===== src/hw/cpsc_defs.svh =====
/*
 * Constants of the codec port slot configuration block: register indices,
 * field positions, reset values, frame positions and slot size codes.
 * Assumes inclusion by bare name from cpsc_top and the test bench.
 */
`ifndef CPSC_DEFS_SVH
`define CPSC_DEFS_SVH

// register indices; byte address is four times the index
`define CPSC_IDX_RXFMT 16'hFFD6
`define CPSC_IDX_VSLH 16'hFFD7
`define CPSC_IDX_VSLL 16'hFFD8
`define CPSC_IDX_CTRL 16'h0100
`define CPSC_IDX_ISTAT 16'h0101
`define CPSC_IDX_IMASK 16'h0102
`define CPSC_IDX_RXDAT 16'h0103

`define CPSC_RST_BYTE 8'h00
`define CPSC_RST_WORD 32'h0000_0000
`define CPSC_MASK_RXFMT 8'h3F
`define CPSC_MASK_VSLH 8'h9F
`define CPSC_MASK_VSLL 8'hF8
`define CPSC_MASK_CTRL 8'h03
`define CPSC_MASK_IRQ 8'h07

`define CPSC_VF_BIT 7
`define CPSC_PRDY_BIT 6
`define CPSC_SRDY_BIT 5
`define CPSC_BPS_MSB 5
`define CPSC_BPS_LSB 3
`define CPSC_LEN_MSB 2
`define CPSC_LEN_LSB 0

`define CPSC_IRQ_FRAME 0
`define CPSC_IRQ_READY 1
`define CPSC_IRQ_RXWORD 2

// frame layout on the link, in bit-clock positions
`define CPSC_POS_FIRST 8'h00
`define CPSC_POS_TAG_LAST 8'h0F
`define CPSC_TAG_TOP 4'hF

// slot size codes, bits or serial-clock cycles
`define CPSC_SZ_000 5'h08
`define CPSC_SZ_001 5'h10
`define CPSC_SZ_010 5'h12
`define CPSC_SZ_011 5'h14
`define CPSC_SZ_100 5'h18
`define CPSC_SZ_ONE 5'h01
`define CPSC_SZ_ZERO 5'h00

`endif


===== src/hw/cpsc_pkg.sv =====
/*
 * Types of the codec port slot configuration block.
 * Assumes cpsc_defs.svh is on the include path.
 */
package cpsc_pkg;
    typedef enum logic [1:0] {
        CPSC_MODE_OFF = 2'h0,
        CPSC_MODE_AC97 = 2'h1,
        CPSC_MODE_I2S5 = 2'h3
    } cpsc_mode_e;

    typedef enum logic [2:0] {
        CPSC_REG_NONE,
        CPSC_REG_RXFMT,
        CPSC_REG_VSLH,
        CPSC_REG_VSLL,
        CPSC_REG_CTRL,
        CPSC_REG_ISTAT,
        CPSC_REG_IMASK,
        CPSC_REG_RXDAT
    } cpsc_reg_e;

    typedef struct packed {
        logic valid;
        logic write;
        cpsc_reg_e sel;
    } cpsc_ap_s;
endpackage


===== src/hw/cpsc_top.sv =====
/*
 * Codec port slot configuration: AHB-Lite register slave, AC-link slot 0
 * tag transmit and codec-ready capture, I2S mode 5 receive slot framing.
 * Assumes one AHB-Lite master, bit clock far slower than clk_i.
 */
// Register access over AHB-Lite was decided locally.
// Function
// - valid-slot/ready byte acts on the port only in the AC-link mode
// - valid-frame bit set marks the frame valid in the sent slot 0 tag
// - valid-frame bit clear clears only tag bit 15; slot tag bits are still sent
// - each frame, incoming slot 0 bit 15 copied to per-codec ready flags
// - high byte bits 4:0 tag slots 3 to 7 in the outgoing frame
// - low byte bits 7:3 tag slots 8 to 12, giving flags for 3..12
`timescale 1ns/10ps
`include "cpsc_defs.svh"
module cpsc_top
    import cpsc_pkg::*;
(
    input wire logic clk_i, // 25 MHz block clock
    input wire logic reset_i, // async reset, high
    input wire logic hsel_i, // AHB slave select
    input wire logic [31:0] haddr_i, // AHB address
    input wire logic [1:0] htrans_i, // AHB transfer type
    input wire logic hwrite_i, // AHB write
    input wire logic [2:0] hsize_i, // AHB size, word only
    input wire logic [31:0] hwdata_i, // AHB write data
    input wire logic hready_i, // AHB bus ready
    output logic [31:0] hrdata_o, // AHB read data
    output logic hreadyout_o, // AHB slave ready
    output logic hresp_o, // AHB response, always OKAY
    output logic irq_o, // level interrupt
    input wire logic link_bclk_i, // codec serial clock
    input wire logic link_sdi_pri_i, // serial in, primary codec
    input wire logic link_sdi_sec_i, // serial in, secondary codec
    output logic link_sync_o, // frame sync out
    output logic link_sdo_o // serial data out
);
    function automatic cpsc_reg_e cpsc_decode(input logic [31:0] a);
        cpsc_reg_e r;
        r = CPSC_REG_NONE;
        if (a[31:18] == 14'h0000 && a[1:0] == 2'h0)
        begin
            case (a[17:2])
                `CPSC_IDX_RXFMT: r = CPSC_REG_RXFMT;
                `CPSC_IDX_VSLH: r = CPSC_REG_VSLH;
                `CPSC_IDX_VSLL: r = CPSC_REG_VSLL;
                `CPSC_IDX_CTRL: r = CPSC_REG_CTRL;
                `CPSC_IDX_ISTAT: r = CPSC_REG_ISTAT;
                `CPSC_IDX_IMASK: r = CPSC_REG_IMASK;
                `CPSC_IDX_RXDAT: r = CPSC_REG_RXDAT;
                default: r = CPSC_REG_NONE;
            endcase
        end
        return r;
    endfunction

    // reserved codes above 100b fall back to the shortest size
    function automatic logic [4:0] cpsc_size(input logic [2:0] code);
        logic [4:0] s;
        case (code)
            3'h0: s = `CPSC_SZ_000;
            3'h1: s = `CPSC_SZ_001;
            3'h2: s = `CPSC_SZ_010;
            3'h3: s = `CPSC_SZ_011;
            3'h4: s = `CPSC_SZ_100;
            default: s = `CPSC_SZ_000;
        endcase
        return s;
    endfunction

    logic [2:0] pins;
    logic bclk_prev_ff;
    logic bclk_rise;
    logic bclk_fall;

    cpsc_sync3 #(.W(3)) u_sync (
        .clk_i(clk_i),
        .reset_i(reset_i),
        .async_i({link_bclk_i, link_sdi_pri_i, link_sdi_sec_i}),
        .stable_o(pins)
    );

    assign bclk_rise = pins[2] & ~bclk_prev_ff;
    assign bclk_fall = ~pins[2] & bclk_prev_ff;

    // register group
    cpsc_ap_s ap_ff, nxt_ap;
    logic [7:0] rxfmt_ff, nxt_rxfmt, vslh_ff, nxt_vslh, vsll_ff, nxt_vsll;
    logic [7:0] ctrl_ff, nxt_ctrl, istat_ff, nxt_istat, imask_ff, nxt_imask;
    logic [31:0] nxt_hrdata;
    logic nxt_hready, nxt_irq;
    cpsc_mode_e mode;
    // link group
    logic [7:0] cnt_ff, nxt_cnt, drv_ff, nxt_drv;
    logic [15:0] tag_ff, nxt_tag;
    logic sync_ff, nxt_sync, sdo_ff, nxt_sdo;
    logic prdy_ff, nxt_prdy, srdy_ff, nxt_srdy;
    logic [4:0] sbit_ff, nxt_sbit, bit_idx, n_bits, n_len;
    logic [23:0] shift_ff, nxt_shift, rxword_ff, nxt_rxword;
    logic ev_frame, ev_ready, ev_rx;

    assign mode = cpsc_mode_e'(ctrl_ff[1:0]);
    assign n_bits = cpsc_size(rxfmt_ff[`CPSC_BPS_MSB:`CPSC_BPS_LSB]);
    assign n_len = cpsc_size(rxfmt_ff[`CPSC_LEN_MSB:`CPSC_LEN_LSB]);

    always_comb
    begin
        nxt_ap.valid = hsel_i & htrans_i[1] & hready_i;
        nxt_ap.write = hwrite_i;
        nxt_ap.sel = cpsc_decode(haddr_i);
        nxt_rxfmt = rxfmt_ff;
        nxt_vslh = vslh_ff;
        nxt_vsll = vsll_ff;
        nxt_ctrl = ctrl_ff;
        nxt_imask = imask_ff;
        nxt_istat = istat_ff;
        nxt_hrdata = hrdata_o;
        nxt_hready = ~(nxt_ap.valid & ~hwrite_i);
        if (ap_ff.valid && ap_ff.write)
        begin
            case (ap_ff.sel)
                CPSC_REG_RXFMT: nxt_rxfmt = hwdata_i[7:0] & `CPSC_MASK_RXFMT;
                CPSC_REG_VSLH: nxt_vslh = hwdata_i[7:0] & `CPSC_MASK_VSLH;
                CPSC_REG_VSLL: nxt_vsll = hwdata_i[7:0] & `CPSC_MASK_VSLL;
                CPSC_REG_CTRL: nxt_ctrl = hwdata_i[7:0] & `CPSC_MASK_CTRL;
                CPSC_REG_IMASK: nxt_imask = hwdata_i[7:0] & `CPSC_MASK_IRQ;
                default: nxt_ctrl = ctrl_ff;
            endcase
        end
        // read data is taken one cycle late so a write just before is seen
        if (ap_ff.valid && !ap_ff.write)
        begin
            case (ap_ff.sel)
                CPSC_REG_RXFMT: nxt_hrdata = {24'h000000, rxfmt_ff};
                CPSC_REG_VSLH: nxt_hrdata = {24'h000000, vslh_ff[7], prdy_ff, srdy_ff, vslh_ff[4:0]};
                CPSC_REG_VSLL: nxt_hrdata = {24'h000000, vsll_ff};
                CPSC_REG_CTRL: nxt_hrdata = {24'h000000, ctrl_ff};
                CPSC_REG_ISTAT: nxt_hrdata = {24'h000000, istat_ff};
                CPSC_REG_IMASK: nxt_hrdata = {24'h000000, imask_ff};
                CPSC_REG_RXDAT: nxt_hrdata = {8'h00, rxword_ff};
                default: nxt_hrdata = `CPSC_RST_WORD;
            endcase
            if (ap_ff.sel == CPSC_REG_ISTAT)
            begin
                nxt_istat = `CPSC_RST_BYTE;
            end
        end
        // set after clear so an event in the clearing cycle survives
        nxt_istat[`CPSC_IRQ_FRAME] = nxt_istat[`CPSC_IRQ_FRAME] | ev_frame;
        nxt_istat[`CPSC_IRQ_READY] = nxt_istat[`CPSC_IRQ_READY] | ev_ready;
        nxt_istat[`CPSC_IRQ_RXWORD] = nxt_istat[`CPSC_IRQ_RXWORD] | ev_rx;
        nxt_irq = |(istat_ff & imask_ff);
    end

    always_ff @(posedge clk_i or posedge reset_i)
    begin
        if (reset_i)
        begin
            ap_ff <= '0;
            rxfmt_ff <= `CPSC_RST_BYTE;
            vslh_ff <= `CPSC_RST_BYTE;
            vsll_ff <= `CPSC_RST_BYTE;
            ctrl_ff <= `CPSC_RST_BYTE;
            istat_ff <= `CPSC_RST_BYTE;
            imask_ff <= `CPSC_RST_BYTE;
            hrdata_o <= `CPSC_RST_WORD;
            hreadyout_o <= 1'b1;
            hresp_o <= 1'b0;
            irq_o <= 1'b0;
        end
        else
        begin
            ap_ff <= nxt_ap;
            rxfmt_ff <= nxt_rxfmt;
            vslh_ff <= nxt_vslh;
            vsll_ff <= nxt_vsll;
            ctrl_ff <= nxt_ctrl;
            istat_ff <= nxt_istat;
            imask_ff <= nxt_imask;
            hrdata_o <= nxt_hrdata;
            hreadyout_o <= nxt_hready;
            hresp_o <= 1'b0;
            irq_o <= nxt_irq;
        end
    end

    always_comb
    begin
        nxt_cnt = cnt_ff;
        nxt_drv = drv_ff;
        nxt_tag = tag_ff;
        nxt_sync = sync_ff;
        nxt_sdo = sdo_ff;
        nxt_prdy = prdy_ff;
        nxt_srdy = srdy_ff;
        nxt_sbit = sbit_ff;
        nxt_shift = shift_ff;
        nxt_rxword = rxword_ff;
        ev_frame = 1'b0;
        ev_ready = 1'b0;
        ev_rx = 1'b0;
        bit_idx = (drv_ff == `CPSC_POS_FIRST) ? `CPSC_SZ_ZERO : sbit_ff;
        // any mode but the link mode, including the unused code, keeps data low
        if (mode != CPSC_MODE_AC97)
        begin
            nxt_sdo = 1'b0;
        end
        if (mode == CPSC_MODE_OFF)
        begin
            nxt_cnt = `CPSC_POS_FIRST;
            nxt_drv = `CPSC_POS_FIRST;
            nxt_sync = 1'b0;
        end
        else if (bclk_rise)
        begin
            nxt_drv = cnt_ff;
            nxt_cnt = cnt_ff + 8'h01;
            nxt_sync = cnt_ff <= `CPSC_POS_TAG_LAST;
            if (cnt_ff == `CPSC_POS_FIRST)
            begin
                // tag frozen per frame so a mid-frame write cannot tear it
                nxt_tag = {vslh_ff[`CPSC_VF_BIT], 2'h0, vslh_ff[4:0], vsll_ff[7:3], 3'h0};
                ev_frame = 1'b1;
                if (mode == CPSC_MODE_AC97)
                begin
                    nxt_sdo = vslh_ff[`CPSC_VF_BIT];
                end
            end
            else if (mode == CPSC_MODE_AC97)
            begin
                nxt_sdo = (cnt_ff <= `CPSC_POS_TAG_LAST) ? tag_ff[`CPSC_TAG_TOP - cnt_ff[3:0]] : 1'b0;
            end
        end
        else if (bclk_fall && mode == CPSC_MODE_AC97 && drv_ff == `CPSC_POS_FIRST)
        begin
            nxt_prdy = pins[1];
            nxt_srdy = pins[0];
            ev_ready = (pins[1] != prdy_ff) | (pins[0] != srdy_ff);
        end
        else if (bclk_fall && mode == CPSC_MODE_I2S5)
        begin
            nxt_sbit = bit_idx + `CPSC_SZ_ONE;
            if (bit_idx < n_bits)
            begin
                // bits past the data width are padding and ignored
                nxt_shift = (bit_idx == `CPSC_SZ_ZERO) ? {23'h000000, pins[1]} : {shift_ff[22:0], pins[1]};
            end
            if (bit_idx == n_len - `CPSC_SZ_ONE)
            begin
                nxt_rxword = nxt_shift;
                nxt_sbit = `CPSC_SZ_ZERO;
                ev_rx = 1'b1;
            end
        end
    end

    always_ff @(posedge clk_i or posedge reset_i)
    begin
        if (reset_i)
        begin
            bclk_prev_ff <= 1'b0;
            cnt_ff <= `CPSC_POS_FIRST;
            drv_ff <= `CPSC_POS_FIRST;
            tag_ff <= 16'h0000;
            sync_ff <= 1'b0;
            sdo_ff <= 1'b0;
            prdy_ff <= 1'b0;
            srdy_ff <= 1'b0;
            sbit_ff <= `CPSC_SZ_ZERO;
            shift_ff <= 24'h000000;
            rxword_ff <= 24'h000000;
        end
        else
        begin
            bclk_prev_ff <= pins[2];
            cnt_ff <= nxt_cnt;
            drv_ff <= nxt_drv;
            tag_ff <= nxt_tag;
            sync_ff <= nxt_sync;
            sdo_ff <= nxt_sdo;
            prdy_ff <= nxt_prdy;
            srdy_ff <= nxt_srdy;
            sbit_ff <= nxt_sbit;
            shift_ff <= nxt_shift;
            rxword_ff <= nxt_rxword;
        end
    end

    assign link_sync_o = sync_ff;
    assign link_sdo_o = sdo_ff;

    property p_off_quiet;
        @(posedge clk_i) disable iff (reset_i)
        (mode != CPSC_MODE_AC97) |=> !link_sdo_o;
    endproperty
    a_off_quiet: assert property (p_off_quiet) else $error("sdo driven outside AC-link mode");

    property p_vf_set;
        @(posedge clk_i) disable iff (reset_i)
        (bclk_rise && mode == CPSC_MODE_AC97 && cnt_ff == 8'h00 && vslh_ff[7]) |=> link_sdo_o && link_sync_o;
    endproperty
    a_vf_set: assert property (p_vf_set) else $error("valid frame not tagged");

    property p_vf_clr;
        @(posedge clk_i) disable iff (reset_i)
        (bclk_rise && mode == CPSC_MODE_AC97 && cnt_ff == 8'h00 && !vslh_ff[7]) |=> !link_sdo_o;
    endproperty
    a_vf_clr: assert property (p_vf_clr) else $error("invalid frame tagged valid");

    property p_ready;
        @(posedge clk_i) disable iff (reset_i)
        (bclk_fall && mode == CPSC_MODE_AC97 && drv_ff == 8'h00) |=> (prdy_ff == $past(pins[1])) && (srdy_ff == $past(pins[0]));
    endproperty
    a_ready: assert property (p_ready) else $error("codec ready not captured");

    property p_slot3;
        @(posedge clk_i) disable iff (reset_i)
        (bclk_rise && mode == CPSC_MODE_AC97 && cnt_ff == 8'h03) |=> link_sdo_o == $past(tag_ff[12]);
    endproperty
    a_slot3: assert property (p_slot3) else $error("slot 3 tag wrong");

    property p_slot8;
        @(posedge clk_i) disable iff (reset_i)
        (bclk_rise && mode == CPSC_MODE_AC97 && cnt_ff == 8'h08) |=> link_sdo_o == $past(tag_ff[7]);
    endproperty
    a_slot8: assert property (p_slot8) else $error("slot 8 tag wrong");

    property p_rx_slot;
        @(posedge clk_i) disable iff (reset_i)
        ev_rx |-> ##1 (istat_ff[2] && sbit_ff == 5'h00) ##1 istat_ff[2] || $past(ap_ff.valid);
    endproperty
    a_rx_slot: assert property (p_rx_slot) else $error("slot end not flagged");
endmodule


===== src/hw/cpsc_sync3.sv =====
/*
 * Three-flop input synchroniser; the output follows once flops two and
 * three agree. Assumes asynchronous inputs and clk_i of the block.
 */
`timescale 1ns/10ps
module cpsc_sync3 #(
    parameter int W = 3
) (
    input wire logic clk_i, // block clock
    input wire logic reset_i, // async reset, high
    input wire logic [W-1:0] async_i, // raw pins
    output logic [W-1:0] stable_o // filtered level
);
    logic [W-1:0] s1_ff;
    logic [W-1:0] s2_ff;
    logic [W-1:0] s3_ff;
    logic [W-1:0] nxt_stable;

    always_comb
    begin
        nxt_stable = stable_o;
        for (int i = 0; i < W; i++)
        begin
            if (s2_ff[i] == s3_ff[i])
            begin
                nxt_stable[i] = s3_ff[i];
            end
        end
    end

    always_ff @(posedge clk_i or posedge reset_i)
    begin
        if (reset_i)
        begin
            s1_ff <= '0;
            s2_ff <= '0;
            s3_ff <= '0;
            stable_o <= '0;
        end
        else
        begin
            s1_ff <= async_i;
            s2_ff <= s1_ff;
            s3_ff <= s2_ff;
            stable_o <= nxt_stable;
        end
    end
endmodule


===== config.mk =====
export PLATFORM = sky130hd
export DESIGN_NAME = cpsc_top
export DESIGN_NICKNAME = d
export VERILOG_FILES = /design/src/hw/cpsc_pkg.sv /design/src/hw/cpsc_top.sv /design/src/hw/cpsc_sync3.sv
export VERILOG_INCLUDE_DIRS = /design/src /design/src/hw
export SDC_FILE = /design/constraint.sdc
export NUM_CORES = 1
export LEC_CHECK = 0
export BUFFER_PORTS_ARGS = -buffer_cell sky130_fd_sc_hd__buf_2
export CAP_MARGIN = 20
export CORE_ASPECT_RATIO = 1.4
export CORE_MARGIN = 2
export CORE_UTILIZATION = 61
export DETAILED_ROUTE_END_ITERATION = 8
export GPL_ROUTABILITY_DRIVEN = 0
export PLACE_DENSITY = 0.92
export SYNTH_ARGS = -nofsm -noshare
export SYNTH_HDL_FRONTEND = slang
export SYNTH_SLANG_ARGS = --single-unit

===== constraint.sdc =====
create_clock -name clk_i -period 7.9 [get_ports clk_i]
set_clock_uncertainty 0.05 [all_clocks]
set_input_delay 1.58 -clock clk_i [delete_from_list [all_inputs] [get_ports clk_i]]
set_output_delay 1.58 -clock clk_i [all_outputs]
set_load 0.005 [all_outputs]

# After elaboration in Yosys (flattened, before gate mapping)

Cells that the tools add are included.

Register bits after elaboration: 161
Bits of input ports: 77
Output and inout bits: 37
Word-level logic and storage cells: 145

Add/sub/neg operators: 4
$lt $le $gt $ge: 3
Equal/unequal tests: 31
Muxes and demuxes: 37
Bitwise gates (word level): 17
Reduce and logical (&&, ||, !) cells: 24

Operator list:

| operator                                              | number |
|---|---|
| case mux 24 bit (7 select lines)                      | 1 |
| equality test 16 x 9 -> 1 bit (second input constant) | 4 |
| equality test 16 bit (second input constant)          | 3 |
| two-way mux 24 bit                                    | 2 |
| case mux 5 bit (4 select lines)                       | 2 |
| two-way mux 8 bit                                     | 4 |
| two-way mux 1 bit                                     | 21 |
| case mux 3 bit (7 select lines)                       | 1 |
| equality test 3 x 2 -> 1 bit (second input constant)  | 6 |
| equality test 3 bit (second input constant)           | 6 |
| logical NOT 8 bit                                     | 2 |
| logical NOT 14 bit                                    | 1 |
| two-way mux 5 bit                                     | 2 |
| AND reduction 2 bit                                   | 5 |
| equality test 3 x 1 -> 1 bit (second input constant)  | 3 |
| two-way mux 3 bit                                     | 3 |
| adder 8 x 1 -> 8 bit (second input constant)          | 1 |
| <= comparator 8 x 4 -> 1 bit (second input constant)  | 1 |
| OR reduction 8 bit                                    | 1 |
| NOT 1 bit                                             | 7 |
| logical AND 1 bit                                     | 6 |
| AND reduction 3 bit                                   | 2 |
| adder 5 x 1 -> 5 bit (second input constant)          | 1 |
| bitwise AND 1 bit                                     | 5 |
| 19 further kinds                                      | 26 |

# Longest topological paths before layout

Gate-level depths: netlist of run 1.

Depth after elaboration: 10
Mapped depth: 13
Mapped depth without buffers: 10

# Cells and area by module

From an unflattened synthesis of run 1, not the netlist that was laid out.

Cell total of the unflattened synthesis: 628
Area total of the unflattened synthesis: 7,282.0 sq um

By module, submodules not included:

| module     | times used | cells an instance | area an instance (sq um) | seq. area each (sq um) |
|---|---|---|---|---|
| cpsc_top   | 1          | 612               | 6,944.2                  | 3,529.6 |
| cpsc_sync3 | 1          | 16                | 337.8                    | 300.3 |

# Worst setup path after synthesis of run 1

OpenSTA, ideal clock, no wires.

Path type: input-to-reg
Start: input port haddr_i[10]
End: register ap_ff[1] (netlist bit)
Library setup time: 0.078 ns
Arrival: 2.736 ns
Data required time: 7.772 ns
Path slack: 5.036 ns
Stages on the path: 5
Buffers on the path: 0
Cells stage by stage: nor2b_1 nand3_1 nor3_1 or4b_2 a21oi_1

RTL lines:

| what                 | RTL line        | RTL |
|---|---|---|
| from (decl)          | cpsc_top.sv:22  | `input wire logic [31:0] haddr_i,` |
| to (signal assigned) | cpsc_top.sv:173 | `ap_ff <= nxt_ap;` |
| to (decl)            | cpsc_top.sv:87  | `cpsc_ap_s ap_ff, nxt_ap;` |

# Worst setup path after layout of run 1

Start: register drv_ff[1]
End: register shift_ff[0]

Longest elaborated chain between the ends: 4
Elaborated cells on any way between the ends: 7
Classes of those cells: order compare (1); mux (2); bitwise (1); reduce/logical (3)

RTL lines:

| what                                                      | RTL line        | RTL |
|---|---|---|
| from (decl)                                               | cpsc_top.sv:94  | `logic [7:0] cnt_ff, nxt_cnt, drv_ff, nxt_drv;` |
| from (signal assigned)                                    | cpsc_top.sv:263 | `` drv_ff <= `CPSC_POS_FIRST; `` |
| from (signal assigned)                                    | cpsc_top.sv:277 | `drv_ff <= nxt_drv;` |
| logical NOT 8 bit (no source line) (*)                    | -               |  |
| two-way mux 5 bit or logical AND 1 bit (tied branches)    | -               |  |
| < comparator 5 bit or NOT 1 bit (tied branches)           | -               |  |
| two-way mux 24 bit or AND reduction 4 bit (tied branches) | -               |  |
| to (signal assigned)                                      | cpsc_top.sv:284 | `shift_ff <= nxt_shift;` |
| to (decl)                                                 | cpsc_top.sv:99  | `logic [23:0] shift_ff, nxt_shift, rxword_ff, nxt_rxword;` |

Mark *: on every way between the ends. The rest lies on a longest branch, timed or not.
A chain may end at the register's enable or synchronous reset.

==> impl_metrics.json, run 1 <==
{
  "synth_edf_count": 0,
  "hold_viol": 0,
  "post_cts_buffers": 0,
  "slew_headroom_pct": 28.9,
  "status": "finished, final reports clean",
  "cts.sinks": 153,
  "port_buffers": 76,
  "hold_path.class": "flip-flop to flip-flop",
  "ys_ff_latch": 153,
  "clock_path_buffers": 2,
  "power_density_nw_per_um2": 201,
  "cpLargestDelayFamily": "simple AND/OR/NAND/NOR gates",
  "cts_buffers": 17,
  "wl_per_cell_um": 18.8,
  "crit_buf_inv": 1,
  "remaining_drc_errors": 0,
  "power_leakage_nw": 3.85,
  "htreeDepth": 4,
  "final.setup.tns_ns": 0,
  "grt_use_met3_pct": 6.61,
  "p_sw_share_pct": 22.4,
  "synth.avg_cell_area_um2": 10.3,
  "antenna_found_initial": 1,
  "nFillCells": 718,
  "die_h_um": 133,
  "critPathLaunchType": "flip-flop",
  "place_inst": 892,
  "multiInputGateArea_um2": 3110,
  "vias": 5723,
  "endpoint_kind": "flip-flop",
  "routed_via_density": 6.18,
  "fin_crit_ns": 3.72,
  "clkPwrFrac_pct": 47.3,
  "slew_viol_final": 0,
  "grt.met2_usage_pct": 47.3,
  "timing.final.crit_share_pct": 47.0,
  "required_ns": 8.15,
  "cts_tree": "done",
  "crit_arrival_ns": 3.97,
  "gr-usage-all-layers_pct": 28.5,
  "cts_hold_buf": 0,
  "dieWidth_um": 96.1,
  "path_class": "flip-flop to flip-flop",
  "initial_core_util_pct": 61.9,
  "async_flop_share_pct": 100,
  "drive_gt1_share_pct": 24.7,
  "max_cap_viol_count": 0,
  "grt_pass1_vias": 5763,
  "cp_max_fo": 47,
  "yosysTopAreaCellShare_pct": 52.5,
  "synth_area_um2": 7250,
  "regArea_um2": 3830,
  "yosysSeqAreaShare_pct": 52.9,
  "final_area_um2": 8190,
  "core_um2": 11700,
  "cts_root_buf": "clkbuf_16",
  "internal_power_mw": 1.28,
  "die_area_um2": 12800,
  "place_area_um2": 7580,
  "clock_latency_ns": 0.42,
  "synth_warnings": 0,
  "ys.flop_type": "dfrtp_1",
  "drt-pass1-iter-count": 6,
  "yosysUniqueCellTypes": 61,
  "synthToLayoutAreaGrowth_pct": 13.0,
  "clock.fmax_mhz": 269,
  "cts_resized": 0,
  "seqPwrFrac_pct": 48.8,
  "clk_pin_slew_ns": 0.06,
  "busiest_layer": "met2",
  "slowest_stage": "o32ai_4",
  "pwr-share-comb_pct": 4.0,
  "grt.met1_usage_pct": 33.1,
  "ios": 114,
  "hpwl_mm": 11.2,
  "nets": 850,
  "drtIter0Drc": 496,
  "drtAntennaViolNets": 0,
  "layout.cells.non_filler": 926,
  "setup_viol": 0,
  "row_count": 47,
  "grt_first_pass_wirelength_mm": 28.0,
  "rsz0062_at_grt": "no",
  "crit_chain": "nor4_4 > and2_1 > nor2_1 > ha_1 > o21ai_0 > a21oi_1 > o32ai_4 > nand2_1 > buf_4 > mux2_1",
  "synth_top_area_cell": "dfrtp_1",
  "syn_inst": 705,
  "ir_drop_mv": 0.130,
  "critPathMaxStageDelay_ns": 0.73,
  "worst_pin_slew_ns": 1.07,
  "p_sw_mw": 0.369,
  "grt-ovfl-total": 0,
  "grt_max_degree": 85,
  "routed_wl_mm": 17.4,
  "synth_area_leaders": "dfrtp_1 (52%), nand2_1 (6.4%), mux2_2 (5.1%)"
}
==> final timing paths <==
path,from,slack [ns],endpoint,cells after the start
max,drv_ff[1]$_DFFE_PP0P_,4.18,shift_ff[0]$_DFFE_PP0P_,10
min,u_sync.s1_ff[2]$_DFF_PP0_,0.30,u_sync.s2_ff[2]$_DFF_PP0_,0
max reg2reg,drv_ff[1]$_DFFE_PP0P_,4.18,shift_ff[0]$_DFFE_PP0P_,10
min reg2reg,u_sync.s1_ff[2]$_DFF_PP0_,0.30,u_sync.s2_ff[2]$_DFF_PP0_,0
max in group asynchronous,reset_i,5.44,u_sync.s3_ff[0]$_DFF_PP0_,4
min in group asynchronous,reset_i,1.19,ap_ff[4]$_DFF_PP0_,2
==> power by group through the flow <==
stage | combinational [mW] | sequential (mW) | clock (mW)
after floorplan | 0.0424 | 0.812 | 0
after global placement | 0.0597 | 0.815 | 0
after detailed placement | 0.0628 | 0.815 | 0
after CTS | 0.0636 | 0.802 | 0.774
after global routing | 0.0735 | 0.803 | 0.813
final | 0.0658 | 0.802 | 0.777
==> logic make-up after synthesis <==
group / after synthesis / synth area share (%)
adders and majority gates: 10 / 1.62
xor gates and xnor gates: 9 / 1.09
AOI/OAI and AO/OA: 138 / 12.4
DFF: 153 / 52.9
buffers and inverters: 58 / 4.66
and+or+nand+nor: 287 / 19.2
other: 1 / 0.0518
muxes: 49 / 8.13
==> layout by cell type (no fill, tap or decap), types with 3 or more instances in the layout <==
master,instances
a21oi_1,49
a21oi_2,25
a22o_1,4
a22oi_1,7
a31oi_1,3
and2_1,5
and3_1,26
buf_2,76
buf_4,5
clkbuf_16,17
clkinv_2,6
clkinvlp_4,3
conb_1,9
dfrtp_1,152
ha_1,7
inv_1,8
maj3_1,3
mux2_1,6
mux2_2,33
mux2i_1,6
mux4_2,4
nand2_1,124
nand2b_1,6
nand3_1,30
nand4_1,6
nor2_1,45
nor2_2,5
nor2b_1,8
nor3_1,6
nor3b_1,3
nor4_1,7
o21ai_0,13
o21ai_1,23
xor2_1,9
==> synth_stat cells (all sizes together), types with 2 or more instances <==
| master | count |
|---|---|
| buf | 31 |
| ha | 7 |
| xor2 | 9 |
| mux2i | 6 |
| nand3b | 2 |
| a31oi | 3 |
| dfrtp | 152 |
| o22ai | 2 |
| mux2 | 39 |
| nor3b | 3 |
| o31ai | 2 |
| nor3 | 6 |
| nor2 | 50 |
| nor2b | 8 |
| maj3 | 3 |
| clkbuf | 18 |
| nand2b | 6 |
| or3b | 2 |
| a22oi | 7 |
| o21ai | 37 |
| a22o | 4 |
| mux4 | 4 |
| nor4 | 9 |
| inv | 9 |
| a21oi | 74 |
| and4 | 2 |
| and3 | 27 |
| nand3 | 30 |
| nand2 | 124 |
| and2b | 2 |
| and2 | 5 |
| nand4 | 6 |
==> final cells by class <==
class	count	area share (%)
timing repair buffer	83	5.68
clock inverter	13	1.59
antenna	1	0.0306
clock buffer	18	5.24
sequential	153	46.8
inverter	9	0.474
multi-input combinational	502	38.0
tap	147	2.25
==> sequential cells by signal, indices dropped and copies added (netlist names), 2 cells and up <==
register         flops
istat_ff             3
u_sync.s3_ff         3
u_sync.stable_o      3
cnt_ff               8
rxfmt_ff             6
rxword_ff           24
u_sync.s1_ff         3
vslh_ff              6
u_sync.s2_ff         3
sbit_ff              5
drv_ff               8
tag_ff              11
vsll_ff              5
shift_ff            24
ctrl_ff              2
ap_ff                5
imask_ff             3
hrdata_o            24
==> layer usage <==
layer / wire (µm) / vias up
met2: 9330 / 289
li1: - / 2558
met4: 760 / 0
met5: 0 / -
met3: 1040 / 85
met1: 6300 / 2791
==> stage by stage <==
step | power, mW | hold WS [ns] | utilization (%) | setup WS, ns
finish | 1.65 | 0.297 | 70.0 | 4.18
global route | 1.69 | 0.302 | 70.0 | 3.88
CTS | 1.64 | 0.297 | 69.5 | 4.23
detailed placement | 0.878 | 0.285 | 64.8 | 4.31
global placement | 0.874 | 0.285 | 64.8 | 4.45
floorplan | 0.855 | 0.281 | - | 2.15
No activity file was read; power rests on OpenSTA's default activity.
==> run 2: changes to the inputs <==
CORE_UTILIZATION = 51   (was 61)
PLACE_DENSITY = 0.83   (was 0.92)
clock period = 3.4 ns   (was 7.9 ns; I/O delays follow)
==> run 2 against run 1 <==
  * Cell count up 4.9%
  * First-iteration DRC count is 17% lower
  * Sequential power increased by 130%
  * Maximum frequency up 30%
  * Core utilization shrank 10 points
  * Register-to-register slack worse by 3.6 ns
  * Critical endpoint is now rxword_ff[0]$_DFFE_PP0P_
  * Setup slack worse by 3.6 ns
  * Via count shrank 5.6%
  * Worst hold slack worse by 0.00061 ns
  * Routed wire length decreased by 9.4%
==> impl_metrics.json, run 2 (same netlist as run 1, synthesis figures left out) <==
{
  "place_ws_ns": 0.568,
  "clock_path_buffers": 2,
  "timing.final.crit_share_pct": 84.1,
  "clk_pin_slew_ns": 0.06,
  "htreeDepth": 4,
  "cpLargestDelayFamily": "simple AND/OR/NAND/NOR gates",
  "whs_ns": 0.297,
  "wl_per_cell_um": 16.3,
  "core_um2": 13900,
  "slowest_stage": "nor4_4",
  "grt_pass1_vias": 5364,
  "drtAntennaViolNets": 0,
  "cts.sinks": 153,
  "drtIter0Drc": 411,
  "routed_wl_mm": 15.8,
  "postLayoutCoreUtil_pct": 59.8,
  "final_common_cell": "dfrtp_1",
  "cts_hold_buf": 0,
  "cts_buffers": 17,
  "row_count": 51,
  "final_area_um2": 8320,
  "crit_chain": "nor4_4 > nand2_1 > and2_1 > ha_1 > nand3_1 > a21oi_2 > o32a_1 > buf_4 > mux2i_1 > a21oi_2",
  "reg.largest.list": "hrdata_o x24, rxword_ff x24, shift_ff x24",
  "path_class": "flip-flop to flip-flop",
  "place_area_um2": 7740,
  "diodes": 0,
  "critPathMaxStageDelay_ns": 0.42,
  "nets": 857,
  "grt_first_pass_wirelength_mm": 26.3,
  "ios": 114,
  "hpwl_mm": 10.7,
  "status": "finished, final reports clean",
  "p_sw_share_pct": 23.5,
  "die_area_um2": 15200,
  "holdPathStages": 0,
  "pwr-share-comb_pct": 4.1,
  "power_leakage_nw": 3.89,
  "worst_pin_slew_ns": 1.00,
  "r2r_start": "drv_ff[7]$_DFFE_PP0P_",
  "worst_slack_ns": 0.539,
  "initial_core_util_pct": 52.1,
  "drive_gt1_share_pct": 25.6,
  "p_sw_mw": 0.905,
  "dieWidth_um": 105,
  "post_cts_buffers": 0,
  "cts_resized": 0,
  "rsz0062_at_grt": "no",
  "hold_viol": 0,
  "fin_crit_ns": 2.86,
  "endpoint_kind": "flip-flop",
  "remaining_drc_errors": 0,
  "cp_max_fo": 24,
  "final_cell_mix": "dfrtp_1 (152), nand2_1 (124), buf_2 (76)",
  "setup_viol": 0,
  "reg2reg_depth": 10,
  "internal_power_mw": 2.95,
  "crit_top_cell": "a21oi_2",
  "max_cap_viol_count": 0,
  "clkPwrFrac_pct": 47.5,
  "crit_arrival_ns": 3.09,
  "synthToLayoutAreaGrowth_pct": 14.8,
  "slew_viol_final": 0,
  "cts_tree": "done",
  "seqPwrFrac_pct": 48.4,
  "nFillCells": 1122,
  "port_buffers": 76,
  "hold_path.class": "flip-flop to flip-flop",
  "crit_buf_inv": 1,
  "gr-usage-all-layers_pct": 21.6,
  "clock.fmax_mhz": 350,
  "ir_drop_mv": 0.297,
  "vias": 5403,
  "clock_latency_ns": 0.42,
  "die_h_um": 145,
  "multiInputGateArea_um2": 3110,
  "worstReg2RegEnd": "rxword_ff[0]$_DFFE_PP0P_",
  "grt-ovfl-total": 0,
  "regArea_um2": 3830,
  "cts_root_buf": "clkbuf_16",
  "drt-pass1-iter-count": 5,
  "grt_max_degree": 55,
  "routed_via_density": 5.56,
  "required_ns": 3.63,
  "critPathLaunchType": "flip-flop",
  "final.setup.tns_ns": 0,
  "min_from": "u_sync.s1_ff[1]$_DFF_PP0_",
  "rrSetupSlack_ns": 0.54,
  "holdPathEnd": "u_sync.s2_ff[1]$_DFF_PP0_",
  "slew_headroom_pct": 33.3,
  "antenna_found_initial": 0,
  "power_density_nw_per_um2": 463
}
run 2: cell count changes in the layout (fill, tap and decap cells not counted), moves of 2 or more:
cell      change
buf_12        +3
buf_4         +5
clkinv_2      -4
inv_6         +3
inv_8         +2
run 2: layer usage:
| metal | global-route usage, % | share of wire, % | up-vias | wire length, µm |
|---|---|---|---|---|
| li1 | - | - | 2574 | - |
| met1 | 26.0 | 40 | 2673 | 6380 |
| met2 | 38.1 | 54 | 131 | 8540 |
| met3 | 3.77 | 3.5 | 25 | 555 |
| met4 | 8.53 | 2.0 | 0 | 312 |
| met5 | 0 | 0 | - | 0 |
run 2: worst max-delay path by stage:
stage | start | to | slack [ns] | cells past startpoint
2_1_floorplan | drv_ff[7]$_DFFE_PP0P_ | rxword_ff[1]$_DFFE_PP0P_ | 0.73 | 11
3_3_place_gp | drv_ff[7]$_DFFE_PP0P_ | rxword_ff[0]$_DFFE_PP0P_ | 0.57 | 10
3_5_place_dp | drv_ff[7]$_DFFE_PP0P_ | rxword_ff[0]$_DFFE_PP0P_ | 0.57 | 10
4_1_cts | drv_ff[7]$_DFFE_PP0P_ | rxword_ff[0]$_DFFE_PP0P_ | 0.53 | 10
5_1_grt | drv_ff[7]$_DFFE_PP0P_ | rxword_ff[0]$_DFFE_PP0P_ | 0.30 | 10
6_report | drv_ff[7]$_DFFE_PP0P_ | rxword_ff[0]$_DFFE_PP0P_ | 0.54 | 10
run 2: worst reg2reg max path, cell delays in order, from the launching register on:
cell and delay [ns]:
dfrtp_1 0.40, nor4_4 0.42, nand2_1 0.18, and2_1 0.20, ha_1 0.29, nand3_1 0.13, a21oi_2 0.25, o32a_1 0.20
buf_4 0.27, mux2i_1 0.26, a21oi_2 0.07
run 2: power by group through the flow:
stage	clock network, mW	registers [mW]	logic [mW]
floorplan	0	1.89	0.0989
global placement	0	1.89	0.154
detailed placement	0	1.90	0.157
CTS	1.86	1.86	0.159
global route	1.93	1.86	0.176
finish	1.83	1.86	0.157
run 2: final cells by class:
type,count,share of cell area [%]
inverter,9,0.451
clock inverter,14,1.65
multi-input combinational,502,37.4
timing repair buffer,90,6.44
sequential,153,46.0
tap,185,2.78
clock buffer,18,5.28
run 2: per-stage QoR:
step	total power, mW	cells
after floorplan	1.99	713
after global placement	2.05	939
after detailed placement	2.05	939
after CTS	3.88	971
after global routing	3.97	971
final	3.85	971
